==> src/pfl_map.svh <==
// command codes, reset values and limits of the fault-limit command bank
// assumes: included by bare name from the package and the bank module
`ifndef PFL_MAP_SVH
`define PFL_MAP_SVH

// ============================================================
// command codes
`define PFL_CMD_IOUT_WARN    8'h4a
`define PFL_CMD_OT_FAULT     8'h4f
`define PFL_CMD_OT_RESP      8'h50
`define PFL_CMD_OT_WARN      8'h51
`define PFL_CMD_VIN_OV_FAULT 8'h55
`define PFL_CMD_VIN_OV_RESP  8'h56
`define PFL_CMD_VIN_UV_WARN  8'h58
`define PFL_CMD_IIN_WARN     8'h5d
`define PFL_CMD_PG_ON        8'h5e
`define PFL_CMD_PG_OFF       8'h5f
`define PFL_CMD_TURN_ON_DELAY_TIME    8'h60
`define PFL_CMD_TURN_ON_RISE_TIME     8'h61

// ============================================================
// register indices inside the bank
`define PFL_IDX_IOUT_WARN    4'h0
`define PFL_IDX_OT_FAULT     4'h1
`define PFL_IDX_OT_RESP      4'h2
`define PFL_IDX_OT_WARN      4'h3
`define PFL_IDX_VIN_OV_FAULT 4'h4
`define PFL_IDX_VIN_OV_RESP  4'h5
`define PFL_IDX_VIN_UV_WARN  4'h6
`define PFL_IDX_IIN_WARN     4'h7
`define PFL_IDX_PG_ON        4'h8
`define PFL_IDX_PG_OFF       4'h9
`define PFL_IDX_TURN_ON_DELAY_TIME    4'ha
`define PFL_IDX_TURN_ON_RISE_TIME     4'hb
`define PFL_IDX_NONE         4'hf
`define PFL_BANK_DEPTH       12

// ============================================================
// reset (non-volatile default) values
`define PFL_RST_IOUT_WARN    16'h0000
`define PFL_RST_OT_FAULT     16'h007d
`define PFL_RST_OT_RESP      16'h00f9
`define PFL_RST_OT_WARN      16'h0069
`define PFL_RST_VIN_OV_FAULT 16'hf81e
`define PFL_RST_VIN_OV_RESP  16'h00b8
`define PFL_RST_VIN_UV_WARN  16'hf812
`define PFL_RST_IIN_WARN     16'hf80a
`define PFL_RST_PG_ON        16'h0114
`define PFL_RST_PG_OFF       16'h0105
`define PFL_RST_TURN_ON_DELAY_TIME    16'h0000
`define PFL_RST_TURN_ON_RISE_TIME     16'h0005

// ============================================================
// limits and response codes
`define PFL_TEMP_MAX         16'h0096
`define PFL_RESP_OT_RETRY    8'hf9
`define PFL_RESP_VIN_LATCH   8'hb8
`define PFL_RESP_IGNORE      8'h00
`define PFL_RESP_C16         8'h16
`define PFL_RESP_C22         8'h22
`define PFL_RESP_C36         8'h36
`define PFL_RESP_CC0         8'hc0
`define PFL_RESP_CD6         8'hd6
`define PFL_RESP_CE2         8'he2
`define PFL_RESP_CF6         8'hf6
`define PFL_SYNC_EN          0
`define PFL_SYNC_BIAS        1
`define PFL_SYNC_VIN_OV      2

`endif

==> src/pfl_pkg.sv <==
// types shared by the fault-limit command bank
// assumes: pfl_map.svh is on the include path
`include "pfl_map.svh"

package pfl_pkg;

  // ============================================================
  // output sequencer states, one-hot
  typedef enum logic [3:0] {
    PFL_ST_OFF     = 4'h1,  // output commanded off
    PFL_ST_ON      = 4'h2,  // regulating
    PFL_ST_OT_WAIT = 4'h4,  // over-temperature, waiting to restart
    PFL_ST_LATCHED = 4'h8   // latched off until faults cleared
  } pfl_state_t;

endpackage
==> src/pfl_bank.sv <==
// fault-limit command bank of a digitally managed buck regulator
// assumes: a transaction layer on ref_clk presents decoded command
// accesses; telemetry words arrive on ref_clk; pins are asynchronous
// bank defaults stand in for the non-volatile load at reset
//
// Functional notes
// over-temperature limit 0 to 150, default 125
// default response keeps output off during overheating
// default response restarts when overheating clears
// retries unlimited until enable or operation off
// retries end on bias loss or other fault
// default input over-voltage response is non-standard
// input over-voltage never restarts automatically
// output stays off until fault is cleared; other_fault latches only if it hits while on or retrying with bias good
// power good uses on/off threshold hysteresis
`timescale 1ns/1ns
`default_nettype none
`include "pfl_map.svh"

module pfl_bank #(
  parameter int DATA_W = 16  // command data width
) (
  input  wire logic              ref_clk,         // 25 MHz clock
  input  wire logic              reset,           // synchronous, active high
  // command access from the transaction layer
  input  wire logic [7:0]        cmd_code,        // command code
  input  wire logic              cmd_wr,          // write pulse
  input  wire logic              cmd_rd,          // read pulse
  input  wire logic [DATA_W-1:0] cmd_wdata,       // write data
  output logic [DATA_W-1:0]      cmd_rdata_q,     // read data
  output logic                   cmd_ack_q,       // access accepted
  output logic                   cmd_nack_q,      // unmapped or refused
  // control and telemetry
  input  wire logic              enable_pin,      // enable pin, async
  input  wire logic              bias_ok_pin,     // bias supply good, async
  input  wire logic              vin_ov_detect,   // input comparator, async
  input  wire logic              operation_on,    // operation command on
  input  wire logic              other_fault,     // another fault shutdown
  input  wire logic              clear_faults,    // clear fault pulse
  input  wire logic [DATA_W-1:0] temp_reading,    // temperature, degrees
  input  wire logic [DATA_W-1:0] vout_reading,    // output voltage word
  output logic                   output_en_q,     // power stage enable
  output logic                   power_good_q,    // power good
  output logic                   ot_fault_q,      // over-temperature fault
  output logic                   ot_warn_q,       // over-temperature warning
  output logic                   vin_ov_fault_q   // latched input over-voltage
);

  // ============================================================
  // helper functions

  // command code to bank index, none when unmapped
  // unmapped codes fall to the none index so the port can refuse them
  function automatic logic [3:0] code_to_idx(input logic [7:0] code);
    case (code)
      `PFL_CMD_IOUT_WARN:    return `PFL_IDX_IOUT_WARN;
      `PFL_CMD_OT_FAULT:     return `PFL_IDX_OT_FAULT;
      `PFL_CMD_OT_RESP:      return `PFL_IDX_OT_RESP;
      `PFL_CMD_OT_WARN:      return `PFL_IDX_OT_WARN;
      `PFL_CMD_VIN_OV_FAULT: return `PFL_IDX_VIN_OV_FAULT;
      `PFL_CMD_VIN_OV_RESP:  return `PFL_IDX_VIN_OV_RESP;
      `PFL_CMD_VIN_UV_WARN:  return `PFL_IDX_VIN_UV_WARN;
      `PFL_CMD_IIN_WARN:     return `PFL_IDX_IIN_WARN;
      `PFL_CMD_PG_ON:        return `PFL_IDX_PG_ON;
      `PFL_CMD_PG_OFF:       return `PFL_IDX_PG_OFF;
      `PFL_CMD_TURN_ON_DELAY_TIME:    return `PFL_IDX_TURN_ON_DELAY_TIME;
      `PFL_CMD_TURN_ON_RISE_TIME:     return `PFL_IDX_TURN_ON_RISE_TIME;
      default:               return `PFL_IDX_NONE;
    endcase
  endfunction

  // reset value of each bank entry
  // output current warning has no stored default here, so it powers up at zero
  function automatic logic [15:0] rst_val(input logic [3:0] idx);
    case (idx)
      `PFL_IDX_OT_FAULT:     return `PFL_RST_OT_FAULT;
      `PFL_IDX_OT_RESP:      return `PFL_RST_OT_RESP;
      `PFL_IDX_OT_WARN:      return `PFL_RST_OT_WARN;
      `PFL_IDX_VIN_OV_FAULT: return `PFL_RST_VIN_OV_FAULT;
      `PFL_IDX_VIN_OV_RESP:  return `PFL_RST_VIN_OV_RESP;
      `PFL_IDX_VIN_UV_WARN:  return `PFL_RST_VIN_UV_WARN;
      `PFL_IDX_IIN_WARN:     return `PFL_RST_IIN_WARN;
      `PFL_IDX_PG_ON:        return `PFL_RST_PG_ON;
      `PFL_IDX_PG_OFF:       return `PFL_RST_PG_OFF;
      `PFL_IDX_TURN_ON_DELAY_TIME:    return `PFL_RST_TURN_ON_DELAY_TIME;
      `PFL_IDX_TURN_ON_RISE_TIME:     return `PFL_RST_TURN_ON_RISE_TIME;
      default:               return `PFL_RST_IOUT_WARN;
    endcase
  endfunction

  // response codes that both fault-response commands accept
  function automatic logic resp_shared(input logic [7:0] code);
    return code == `PFL_RESP_C22 || code == `PFL_RESP_C36 || code == `PFL_RESP_CC0 ||
           code == `PFL_RESP_CD6 || code == `PFL_RESP_CE2 || code == `PFL_RESP_CF6;
  endfunction

  // range check: temperature limits above 150 are refused, response
  // bytes must be one of the listed codes
  function automatic logic write_ok(input logic [3:0] idx, input logic [15:0] d);
    case (idx)
      `PFL_IDX_OT_FAULT,
      `PFL_IDX_OT_WARN:     return d <= `PFL_TEMP_MAX;
      `PFL_IDX_OT_RESP:     return d[15:8] == 8'h00 &&
                              (resp_shared(d[7:0]) || d[7:0] == `PFL_RESP_OT_RETRY);
      `PFL_IDX_VIN_OV_RESP: return d[15:8] == 8'h00 &&
                              (resp_shared(d[7:0]) || d[7:0] == `PFL_RESP_IGNORE ||
                               d[7:0] == `PFL_RESP_C16 || d[7:0] == `PFL_RESP_VIN_LATCH);
      `PFL_IDX_NONE:        return 1'b0;
      default:              return 1'b1;
    endcase
  endfunction

  // ============================================================
  // pin synchronisers: stage one feeds stage two only
  // operation_on, other_fault and clear_faults come from ref_clk logic, no sync
  logic [2:0] sync1_q;  // first stage
  logic [2:0] sync2_q;  // second stage, safe to use

  // two flops per asynchronous pin
  // a pin pulse shorter than one clock may be missed; the pins are slow levels
  always_ff @(posedge ref_clk)
  begin
    if (reset)
    begin
      sync1_q <= 3'h0;
      sync2_q <= 3'h0;
    end
    else
    begin
      sync1_q <= {vin_ov_detect, bias_ok_pin, enable_pin};
      sync2_q <= sync1_q;
    end
  end

  // ============================================================
  // command decode
  logic [15:0] bank_q [`PFL_BANK_DEPTH];                // command registers
  wire  [3:0]  acc_idx  = code_to_idx(cmd_code);        // decoded index
  wire         acc_hit  = acc_idx != `PFL_IDX_NONE;     // mapped code
  // a write lands only for a mapped code with a value in range
  wire         wr_good  = cmd_wr && write_ok(acc_idx, cmd_wdata);
  wire         bad_acc  = (cmd_wr && !wr_good) || (cmd_rd && !acc_hit);
  // unmapped reads give zero here and are refused at the port
  wire [15:0]  rd_word  = acc_hit ? bank_q[acc_idx] : 16'h0000;

  // bank storage, defaults as loaded from non-volatile memory;
  // every entry resets, so a read straight after reset is never unknown
  always_ff @(posedge ref_clk)
  begin
    for (int i = 0; i < `PFL_BANK_DEPTH; i++)
    begin
      if (reset)
        bank_q[i] <= rst_val(4'(i));
      else if (wr_good && acc_idx == 4'(i))
        bank_q[i] <= cmd_wdata;
    end
  end

  // read data and handshake, one-cycle pulses
  // a refused access still answers, so the host never waits on a dead code
  always_ff @(posedge ref_clk)
  begin
    if (reset)
    begin
      cmd_rdata_q <= '0;
      cmd_ack_q   <= 1'b0;
      cmd_nack_q  <= 1'b0;
    end
    else
    begin
      if (cmd_rd && acc_hit)
        cmd_rdata_q <= rd_word;
      cmd_ack_q  <= (cmd_wr || cmd_rd) && !bad_acc;
      cmd_nack_q <= bad_acc;  // refused write leaves the old value
    end
  end

  // ============================================================
  // fault detection
  // temperature is compared as a raw unsigned word: exponent bits are
  // ignored, so the host must write limits in whole degrees
  // the comparisons run every cycle, so a limit write acts at once
  wire [7:0] ot_resp   = bank_q[`PFL_IDX_OT_RESP][7:0];
  wire [7:0] vin_resp  = bank_q[`PFL_IDX_VIN_OV_RESP][7:0];
  wire       ot_now    = temp_reading >= bank_q[`PFL_IDX_OT_FAULT];
  wire       ow_now    = temp_reading >= bank_q[`PFL_IDX_OT_WARN];
  wire       vin_ov    = sync2_q[`PFL_SYNC_VIN_OV] && vin_resp != `PFL_RESP_IGNORE;
  wire       cmd_on    = sync2_q[`PFL_SYNC_EN] && operation_on;
  wire       bias_ok   = sync2_q[`PFL_SYNC_BIAS];
  wire       ot_retry  = ot_resp == `PFL_RESP_OT_RETRY;
  // every non-ignore input response latches here; the default one differs
  // from the standard only by never retrying, so one path serves both
  wire       vin_latch = vin_ov || vin_ov_fault_q;

  // latched input over-voltage; a new event beats a clear in the same cycle
  // the flag is what the host sees; only clear_faults lowers it
  always_ff @(posedge ref_clk)
  begin
    if (reset)
      vin_ov_fault_q <= 1'b0;
    else if (vin_ov)
      vin_ov_fault_q <= 1'b1;
    else if (clear_faults)
      vin_ov_fault_q <= 1'b0;
  end

  // live temperature status flags
  // these follow the reading, with no hysteresis of their own
  always_ff @(posedge ref_clk)
  begin
    if (reset)
    begin
      ot_fault_q <= 1'b0;
      ot_warn_q  <= 1'b0;
    end
    else
    begin
      ot_fault_q <= ot_now;
      ot_warn_q  <= ow_now;
    end
  end

  // ============================================================
  // output sequencer
  pfl_pkg::pfl_state_t state_q;  // current state
  pfl_pkg::pfl_state_t state_d;  // next state

  // next state: bias loss and other faults take priority over retrying
  // an off command is checked before temperature so it always ends retries
  always_comb
  begin
    state_d = state_q;
    unique case (state_q)
      // off: start only when every cause to stay off is gone
      pfl_pkg::PFL_ST_OFF:
        if (cmd_on && bias_ok && !other_fault && !vin_latch && !ot_now)
          state_d = pfl_pkg::PFL_ST_ON;
      // on: causes in priority order, bias first
      pfl_pkg::PFL_ST_ON:
        if (!bias_ok)
          state_d = pfl_pkg::PFL_ST_OFF;
        else if (other_fault || vin_latch)
          state_d = pfl_pkg::PFL_ST_LATCHED;
        else if (!cmd_on)
          state_d = pfl_pkg::PFL_ST_OFF;
        else if (ot_now)
          state_d = ot_retry ? pfl_pkg::PFL_ST_OT_WAIT
                             : pfl_pkg::PFL_ST_LATCHED;
      // over-temperature wait: the retry count is unlimited on purpose
      pfl_pkg::PFL_ST_OT_WAIT:
        if (!bias_ok)
          state_d = pfl_pkg::PFL_ST_OFF;
        else if (other_fault || vin_latch)
          state_d = pfl_pkg::PFL_ST_LATCHED;
        else if (!cmd_on)
          state_d = pfl_pkg::PFL_ST_OFF;
        else if (!ot_now)
          state_d = pfl_pkg::PFL_ST_ON;
      pfl_pkg::PFL_ST_LATCHED:
        // no automatic restart; only a clear, once the cause is gone
        if (clear_faults && !vin_ov && !other_fault)
          state_d = pfl_pkg::PFL_ST_OFF;
      // illegal code: fall back to the safe off state
      default:
        state_d = pfl_pkg::PFL_ST_OFF;
    endcase
  end

  // state register and output enable, registered for a clean pin
  // the enable follows the next state, so it moves in step with state_q
  always_ff @(posedge ref_clk)
  begin
    if (reset)
    begin
      state_q     <= pfl_pkg::PFL_ST_OFF;
      output_en_q <= 1'b0;
    end
    else
    begin
      state_q     <= state_d;
      output_en_q <= state_d == pfl_pkg::PFL_ST_ON;
    end
  end

  // ============================================================
  // power good with hysteresis between the two thresholds
  // it runs whether or not the output is enabled
  wire pg_rise = vout_reading > bank_q[`PFL_IDX_PG_ON];
  wire pg_fall = vout_reading < bank_q[`PFL_IDX_PG_OFF];

  // holds its level inside the band, so noise cannot chatter it
  // if the off threshold is set above the on threshold, off wins
  always_ff @(posedge ref_clk)
  begin
    if (reset)
      power_good_q <= 1'b0;
    else if (pg_fall)
      power_good_q <= 1'b0;
    else if (pg_rise)
      power_good_q <= 1'b1;
  end

endmodule
`default_nettype wire

==> config.mk <==
export PLATFORM = sky130hd
export DESIGN_NAME = pfl_bank
export DESIGN_NICKNAME = d
export VERILOG_FILES = /design/src/pfl_pkg.sv /design/src/pfl_bank.sv
export VERILOG_INCLUDE_DIRS = /design/src /design/src/src
export SDC_FILE = /design/constraint.sdc
export NUM_CORES = 1
export LEC_CHECK = 0
export ABC_CLOCK_PERIOD_IN_PS = 6300
export BUFFER_PORTS_ARGS = -buffer_cell sky130_fd_sc_hd__buf_2
export CAP_MARGIN = 10
export CORE_ASPECT_RATIO = 1.5
export CORE_MARGIN = 2
export CORE_UTILIZATION = 45
export DETAILED_ROUTE_END_ITERATION = 7
export PLACE_DENSITY_LB_ADDON = 0.25
export SETUP_SLACK_MARGIN = 0.15
export SLEW_MARGIN = 20
export SYNTH_ARGS = -nofsm -noshare
export SYNTH_HDL_FRONTEND = slang
export SYNTH_SLANG_ARGS = --single-unit
==> constraint.sdc <==
create_clock -name ref_clk -period 6.3 [get_ports ref_clk]
set_input_delay 0.63 -clock ref_clk [delete_from_list [all_inputs] [get_ports ref_clk]]
set_output_delay 0.63 -clock ref_clk [all_outputs]
set_load 0.01 [all_outputs]
==> results.cfg, run 1 <==
[run_status]
outcome = completed

[placement]
dp_slack_ps = 2470
placed_area_um2 = 12700
place_hpwl_mm = 28.2
io_buffer_count = 88
place.gp.congestion = 1.03

[sta]
fin_skew_ps = 24.2
final.setup.worst_slack_ps = 2900
hold_violations = 0
min_period_ps = 3400
setup_viol = 0
tns_ps = 0
slew_headroom = 0.287
fmax_mhz = 295
rsz0062_at_grt = no
tightest_slew_ps = 1070
maxSlewViolCount = 0
post-route-period-util = 0.539

[routing]
via_count = 9233
wl_per_cell_um = 23.8
drt_iter0_drc = 1038
via_per_inst = 5.88
dr.pass1.iters = 7
drt_wl_total_mm = 37.4
postRouteAntennaNets = 0
drc = 0

[hold_path]
hold_class = input port to flop

[die]
die_w_um = 137
coreArea_um2 = 25900
io-pin-count = 89
rows = 72
die_h_um = 203
initial_utilization = 0.458
dieArea_um2 = 27700

[worst_setup_path]
critPathTopFamily = simple AND/OR/NAND/NOR gates
arrival_ps = 3870
end_kind = flop
start_kind = input port
worstPathRequired_ps = 6780
path_buf_inv = 1
path_cells = buf_2 -> nor2b_1 -> and3_1 -> nor2_2 -> o22ai_4 -> nand2_1 -> a211oi_1 -> or3_1
cp_max_fo = 32
slowest_stage = o22ai_4
criticalPathCategory = input port to flop
critPathMaxStageDelay_ps = 820

[job]
drv_cap = 0

[synth]
syn_avg_cell_area_um2 = 10.6
syn_area_um2 = 11900
netlist.top_cell.by_area = edfxtp_1
synth_cell_types = 77
synthMuxAreaShare = 0.0213
yosys.area_share.xor_xnor = 0.00296
synth_area_leaders = edfxtp_1 49%, ha_1 6.7%, dfxtp_1 5.6%
synthDominantCellAreaShare = 0.487
yosys_warnings = 0
seq_area_frac_synth = 0.542
synth_ff_type = edfxtp_1
async_flop_share = 0
synthAdderAreaFrac = 0.0665
synth-simple-area-share = 0.176
synth_top_family_by_area = simple AND/OR/NAND/NOR gates
netlist_instances = 1122
synth_seq_cells = 225
synth_edf_count = 192
synth-compound-area-share = 0.149

[final_layout]
fin_nets = 1349
n_antenna_cell = 0
final_cell_area_um2 = 13500
fillerInstances = 2314
area_growth_pct = 13.8
multi_input_area_um2 = 5080
regArea_um2 = 6430
drive_gt1_frac = 0.151

[clock_network]
cts_buffers = 23
path_clk_slew_ps = 60
cts_sinks = 225
cts-root-buf = clkbuf_16
clock_latency_ps = 550
cts_resized = 0
cts_tree = built
clockBufferDepth = 3
htreeDepth = 1
ctsHoldBuffers = 0
cts_setup_buffers = 0

[power]
ir_drop_mv = 0.193
p_leak_nw = 5.30
powerDensity_nw_per_um2 = 259

[grt]
antenna_found_initial = 0
grt_pass1_vias = 9168
grt_pass1_wl_mm = 55.4
grt_overflow = 0
grt_max_degree = 48
grt_use_total = 0.273
==> per-layer routing <==
metal,part of all wire,global-route usage,up-vias,wire length [um]
met1,0.36,0.326,4364,13600
met5,0,0,-,0
li1,-,-,4267,-
met2,0.49,0.454,476,18100
met3,0.078,0.0390,126,2920
met4,0.074,0.184,0,2760
==> layout by cell type (no fill, tap or decap), types with 11 or more instances in the layout <==
cell type | Yosys | routed
o21bai_1 | 11 | 11
a211oi_1 | 19 | 19
buf_4 | 2 | 11
clkbuf_16 | 0 | 25
ha_1 | 63 | 63
o31a_1 | 11 | 11
inv_1 | 65 | 65
a21o_1 | 28 | 28
mux2_2 | 18 | 18
nor2b_1 | 15 | 15
buf_2 | 16 | 88
or3_1 | 22 | 22
nand2_1 | 100 | 100
o21ai_0 | 41 | 41
a21oi_1 | 56 | 56
nor2_1 | 159 | 159
nand3_1 | 22 | 22
a22oi_1 | 31 | 31
dfxtp_1 | 33 | 33
and3_1 | 13 | 13
nand2b_1 | 12 | 12
conb_1 | 1 | 33
nor3_1 | 13 | 13
edfxtp_1 | 192 | 192
==> final timing paths <==
kind / start / to / slack [ps] / depth (start not counted)
worst max register to register: bank_q[5][1]$_SDFFCE_PN0P_ / state_q[2]$_SDFF_PP0_ / 3660 / 7
worst min-delay path: bias_ok_pin / sync1_q[1]$_SDFF_PP0_ / 300 / 2
worst max-delay path: cmd_code[0] / cmd_rdata_q[15]$_SDFFE_PP0P_ / 2900 / 8
worst min register to register: sync1_q[1]$_SDFF_PP0_ / sync2_q[1]$_SDFF_PP0_ / 440 / 1
==> cell families after synthesis <==
logic type / after synthesis
compound gates: 258
buf+inv: 123
fa+ha+maj: 63
xor+xnor: 4
other cells: 1
mux: 23
flops: 225
simple gates: 425
==> flip-flops by register name (all words and copies together), names as in the netlist, 3 cells and up <==
| signal | flops |
|---|---|
| bank_q | 192 |
| cmd_rdata_q | 16 |
| state_q | 4 |
| sync1_q | 3 |
| sync2_q | 3 |
==> cell usage after synthesis (all sizes together) (19+ instances only) <==
library cell	number
edfxtp	192
nor2	162
nand2	101
inv	65
ha	63
a21oi	56
o21ai	46
clkbuf	39
dfxtp	33
a22oi	31
a21o	28
nand3	24
or3	23
a211oi	19
buf	19
==> per-stage QoR <==
stage                     hold slack (ps)  power (W)  cells  utilization
after floorplan                       414    0.00193   1154            -
after global placement                419    0.00206   1528        0.491
after detailed placement              427    0.00207   1528        0.491
after CTS                             300    0.00349   1570        0.521
after global routing                  297    0.00359   1570        0.521
final                                 302    0.00350   1570        0.521
==> worst reg2reg max path, delay by kind of cell (launching register included) <==
kind             cells  cell delay, ps
AND/OR/NAND/NOR      6            1870
flip-flops           1             390
AO/OA/AOI/OAI        1             280
==> area by class of cell <==
cell class / count / share of cell area
clock buffer: 31 / 0.0481
sequential: 225 / 0.477
tap: 333 / 0.0309
inverter: 65 / 0.0181
timing repair buffer: 99 / 0.0388
multi-input combinational: 806 / 0.377
clock inverter: 11 / 0.0110
==> report_power, final <==
group	switching [W]	internal (W)
sequential	0.0000356	0.00169
clock	0.000602	0.000855
combinational	0.000206	0.000107
total	0.000844	0.00265
Power figures use the tool's default switching activity.
==> run 2, diff against run 1 <==
--- a/config.mk
+++ b/config.mk
@@ -6,7 +6,7 @@
 export SDC_FILE = /design/constraint.sdc
 export NUM_CORES = 1
 export LEC_CHECK = 0
-export ABC_CLOCK_PERIOD_IN_PS = 6300
+export ABC_CLOCK_PERIOD_IN_PS = 3000
 export BUFFER_PORTS_ARGS = -buffer_cell sky130_fd_sc_hd__buf_2
 export CAP_MARGIN = 10
 export CORE_ASPECT_RATIO = 1.5
==> constraint.sdc (replaced) <==
create_clock -name ref_clk -period 3 [get_ports ref_clk]
set_input_delay 0.3 -clock ref_clk [delete_from_list [all_inputs] [get_ports ref_clk]]
set_output_delay 0.3 -clock ref_clk [all_outputs]
set_load 0.01 [all_outputs]
==> results.cfg, run 2 (synthesis gave the netlist of run 1 again) <==
[routing]
wl_per_cell_um = 23.2
drc = 0
postRouteAntennaNets = 0
dr.pass1.iters = 6
via_count = 9423
drt_wl_total_mm = 37.5
drt_iter0_drc = 1003
via_per_inst = 5.84

[grt]
grt_use_total = 0.272
antenna_found_initial = 0
grt_pass1_vias = 9189
grt_max_degree = 46
grt_overflow = 0
grt_pass1_wl_mm = 55.7

[sta]
tightest_slew_ps = 917
rsz0062_at_grt = no
setup_viol = 0
post-route-period-util = 0.884
min_period_ps = 2650
fin_skew_ps = 28.8
whs_ps = 19.9
hold_violations = 0
fmax_mhz = 377
maxSlewViolCount = 0
slew_headroom = 0.385

[clock_network]
cts_setup_buffers = 0
clock_latency_ps = 530
htreeDepth = 1
cts_buffers = 22
cts_tree = built
clockBufferDepth = 3
path_clk_slew_ps = 70
cts-root-buf = clkbuf_16
cts_resized = 0
cts_sinks = 225

[final_layout]
fin_nets = 1394
multi_input_area_um2 = 5060
drive_gt1_frac = 0.180
mostFrequentLayoutCells = 192 x edfxtp_1, 159 x nor2_1, 100 x nand2_1
n_antenna_cell = 0
largest_register = bank_q
reg_top3 = bank_q: 192 flops, cmd_rdata_q: 16 flops, state_q: 4 flops
stdcell_count = 1614
largest_reg_flops = 192
area_growth_pct = 17.0
regArea_um2 = 6430
layout_commonest_cell = edfxtp_1
fillerInstances = 2309

[hold_path]
hold_class = input port to flop

[worst_setup_path]
arrival_ps = 3060
worstPathRequired_ps = 3410
critPathMaxStageDelay_ps = 650
criticalPathCategory = flop to flop
slowest_stage = or4_1
start_kind = flop
end_kind = flop
cp_max_fo = 3
path_cells = or4_1 -> o21ai_1 -> nor2b_1 -> nand2b_1 -> or2_1 -> or3_1 -> nor4b_1

[placement]
place_hpwl_mm = 28.6
io_buffer_count = 88
dp.cells = 1572
place.gp.congestion = 0.968

[run_status]
outcome = completed

[die]
coreArea_um2 = 25900
initial_utilization = 0.458
die_w_um = 137
rows = 72
io-pin-count = 89
dieArea_um2 = 27700
die_h_um = 203

[power]
power_w = 0.00713
p_leak_nw = 5.50
powerDensity_nw_per_um2 = 514
ir_drop_mv = 0.385

[job]
drv_cap = 0
run 2: cell count changes in the layout (fill, tap and decap cells not counted), sizes merged:
cell / before / now
bufinv: 3 / 2
clkbuf: 31 / 28
clkinv: 6 / 8
inv: 67 / 66
buf: 99 / 143
clkinvlp: 0 / 1
dlygate4sd3: 0 / 2
run 2: final timing paths:
kind / cells after the start / endpoint / start / slack [ps]
setup reg to reg: 7 / state_q[2]$_SDFF_PP0_ / bank_q[5][1]$_SDFFCE_PN0P_ / 350
hold reg to reg: 1 / sync2_q[0]$_SDFF_PP0_ / sync1_q[0]$_SDFF_PP0_ / 440
setup / recovery: 7 / state_q[2]$_SDFF_PP0_ / bank_q[5][1]$_SDFFCE_PN0P_ / 350
hold / removal: 2 / sync1_q[0]$_SDFF_PP0_ / enable_pin / 20
run 2: critical path, delay by kind of cell, from the launching register on:
family / cells / cell delay (ps)
compound gates: 1 / 260
flops: 1 / 380
simple gates: 6 / 1890
run 2: repair_timing:
action | in CTS | in global routing
hold endpoints to repair | 2 | 0
hold buffers | 2 | 0
setup endpoints to repair | 0 | 0
run 2: metal layers:
metal	global-route usage	wire, um	up-vias
met5	0	0	-
met4	0.138	2390	0
met3	0.0290	2480	111
met2	0.473	18700	459
met1	0.331	13900	4492
li1	-	-	4361
run 2: cell type report:
class                   count  share of cell area
multi-input cells         806               0.365
well taps                 333              0.0301
repair buffers            145              0.0711
clock buffers              28              0.0428
clock inverters            12             0.00948
flip-flops and latches    225               0.464
inverters                  65              0.0176
run 2: stage by stage:
stage / worst slack (ps) / util / setup TNS, ps / area, um2
6_report: 347 / 0.536 / 0 / 13900
5_1_grt: 206 / 0.536 / 0 / 13900
4_1_cts: 334 / 0.536 / 0 / 13900
3_5_place_dp: 164 / 0.507 / 0 / 13100
3_3_place_gp: 181 / 0.507 / 0 / 13100
2_1_floorplan: -90.4 / - / -4140 / 12000
run 2: report_power, final:
| part | internal (W) | switching, W |
|---|---|---|
| sequential | 0.00355 | 0.0000688 |
| combinational | 0.000256 | 0.000445 |
| clock | 0.00159 | 0.00122 |
==> run 3, diff against run 2 <==
--- a/config.mk
+++ b/config.mk
@@ -10,7 +10,7 @@
 export BUFFER_PORTS_ARGS = -buffer_cell sky130_fd_sc_hd__buf_2
 export CAP_MARGIN = 10
 export CORE_ASPECT_RATIO = 1.5
-export CORE_MARGIN = 2
+export CORE_MARGIN = 3
 export CORE_UTILIZATION = 45
 export DETAILED_ROUTE_END_ITERATION = 7
 export PLACE_DENSITY_LB_ADDON = 0.25
==> results.cfg, run 3 (synthesis gave the netlist of run 1 again) <==
[run_status]
outcome = completed

[die]
initial_utilization = 0.458
rows = 72
dieArea_um2 = 28400
die_h_um = 205
coreArea_um2 = 25900
io-pin-count = 89
die_w_um = 139

[worst_setup_path]
path_cells = or4_1 -> o21ai_1 -> nor2b_1 -> nand2b_1 -> or2_1 -> or3_1 -> nor4b_1
arrival_ps = 3000
crit_cells = 7
slowest_stage = or4_1
critPathTopFamily = simple AND/OR/NAND/NOR gates
start_kind = flop
worstPathRequired_ps = 3420
criticalPathCategory = flop to flop
end_kind = flop
cp_max_fo = 3
path_buf_inv = 0
critPathMaxStageDelay_ps = 610
rr_worst_depth = 7

[clock_network]
cts_tree = built
cts_buffers = 23
cts_sinks = 225
cts-root-buf = clkbuf_16
path_clk_slew_ps = 60
htreeDepth = 1
clock_latency_ps = 520
cts_setup_buffers = 0
clockBufferDepth = 3

[routing]
postRouteAntennaNets = 0
via_per_inst = 5.78
drc = 0
wl_per_cell_um = 22.9
dr.pass1.iters = 6
drt_iter0_drc = 944
via_count = 9430
drt_wl_total_mm = 37.4

[grt]
grt_max_degree = 46
grt_pass1_wl_mm = 56.1
grt_use_total = 0.258
antenna_found_initial = 1
grt_pass1_vias = 9371
grt_overflow = 0

[placement]
io_buffer_count = 88
place.gp.congestion = 0.991
place_hpwl_mm = 28.9

[sta]
min_period_ps = 2580
fin_skew_ps = 16.2
fmax_mhz = 388
maxSlewViolCount = 0
post-route-period-util = 0.860
whs_ps = 12.6
rsz0062_at_grt = no
setup_viol = 0
hold_violations = 0
slew_headroom = 0.422
tightest_slew_ps = 867

[final_layout]
n_antenna_cell = 0
reg_top3 = bank_q: 192 flops, cmd_rdata_q: 16 flops, state_q: 4 flops
layout_commonest_cell = edfxtp_1
fin_nets = 1410
largest_reg_flops = 192
regArea_um2 = 6430
utilization = 0.540
multi_input_area_um2 = 5060
fillerInstances = 2297
mostFrequentLayoutCells = 192 x edfxtp_1, 159 x nor2_1, 100 x nand2_1
largest_register = bank_q
drive_gt1_frac = 0.190
area_growth_pct = 17.8

[power]
ir_drop_mv = 0.389
p_leak_nw = 5.57
powerDensity_nw_per_um2 = 507

[job]
drv_cap = 0

[hold_path]
min_path_cells = 2
hold_class = input port to flop
[run 3: worst paths after layout]
kind | from | to | slack [ps]
min | bias_ok_pin | sync1_q[1]$_SDFF_PP0_ | 10
min reg2reg | sync1_q[2]$_SDFF_PP0_ | sync2_q[2]$_SDFF_PP0_ | 440
max reg2reg | bank_q[5][5]$_SDFFCE_PN1P_ | state_q[2]$_SDFF_PP0_ | 420
max | bank_q[5][5]$_SDFFCE_PN1P_ | state_q[2]$_SDFF_PP0_ | 420
[run 3: final cells by class]
cell class	instances	area share
clock buffers	24	0.0415
clock inverters	18	0.00924
flip-flops and latches	225	0.461
inverters	65	0.0175
repair buffers	160	0.0785
well taps	333	0.0299
multi-input cells	806	0.363
[run 3: power breakdown]
group          switching (W)  total, W  leakage, nW  internal, W
Sequential         0.0000720   0.00362         2.13      0.00355
Clock                0.00124   0.00274        0.345      0.00150
Combinational       0.000445  0.000712         3.09     0.000267
[run 3: metrics by stage]
step	setup TNS, ps	std cells	total power (W)	setup WS, ps	area [um2]
2_1_floorplan	-4140	1154	0.00405	-90.4	12000
4_1_cts	0	1631	0.00710	370	13900
5_1_grt	0	1631	0.00731	259	14000
3_3_place_gp	0	1588	0.00438	147	13200
3_5_place_dp	0	1588	0.00439	79.1	13200
6_report	0	1631	0.00708	419	14000
[run 3: repair_timing]
action | in CTS | in global routing
hold buffers | 1 | 0
setup endpoints to repair | 0 | 0
resized for setup | 0 | 0
endpoints found under the hold margin | 1 | 0
[run 3: worst register-to-register path: stages, from the launching register on]
cell	delay [ps]
edfxtp_1	390
or4_1	610
o21ai_1	220
nor2b_1	200
nand2b_1	110
or2_1	260
or3_1	410
nor4b_1	270
[run 3: metal layers]
metal  share of wire  vias to the layer above  GRT usage
li1                -                     4385          -
met2            0.50                      452      0.459
met3           0.068                      100     0.0339
met5         0.00019                        -          0
met4           0.061                        2      0.131
met1            0.37                     4491      0.307
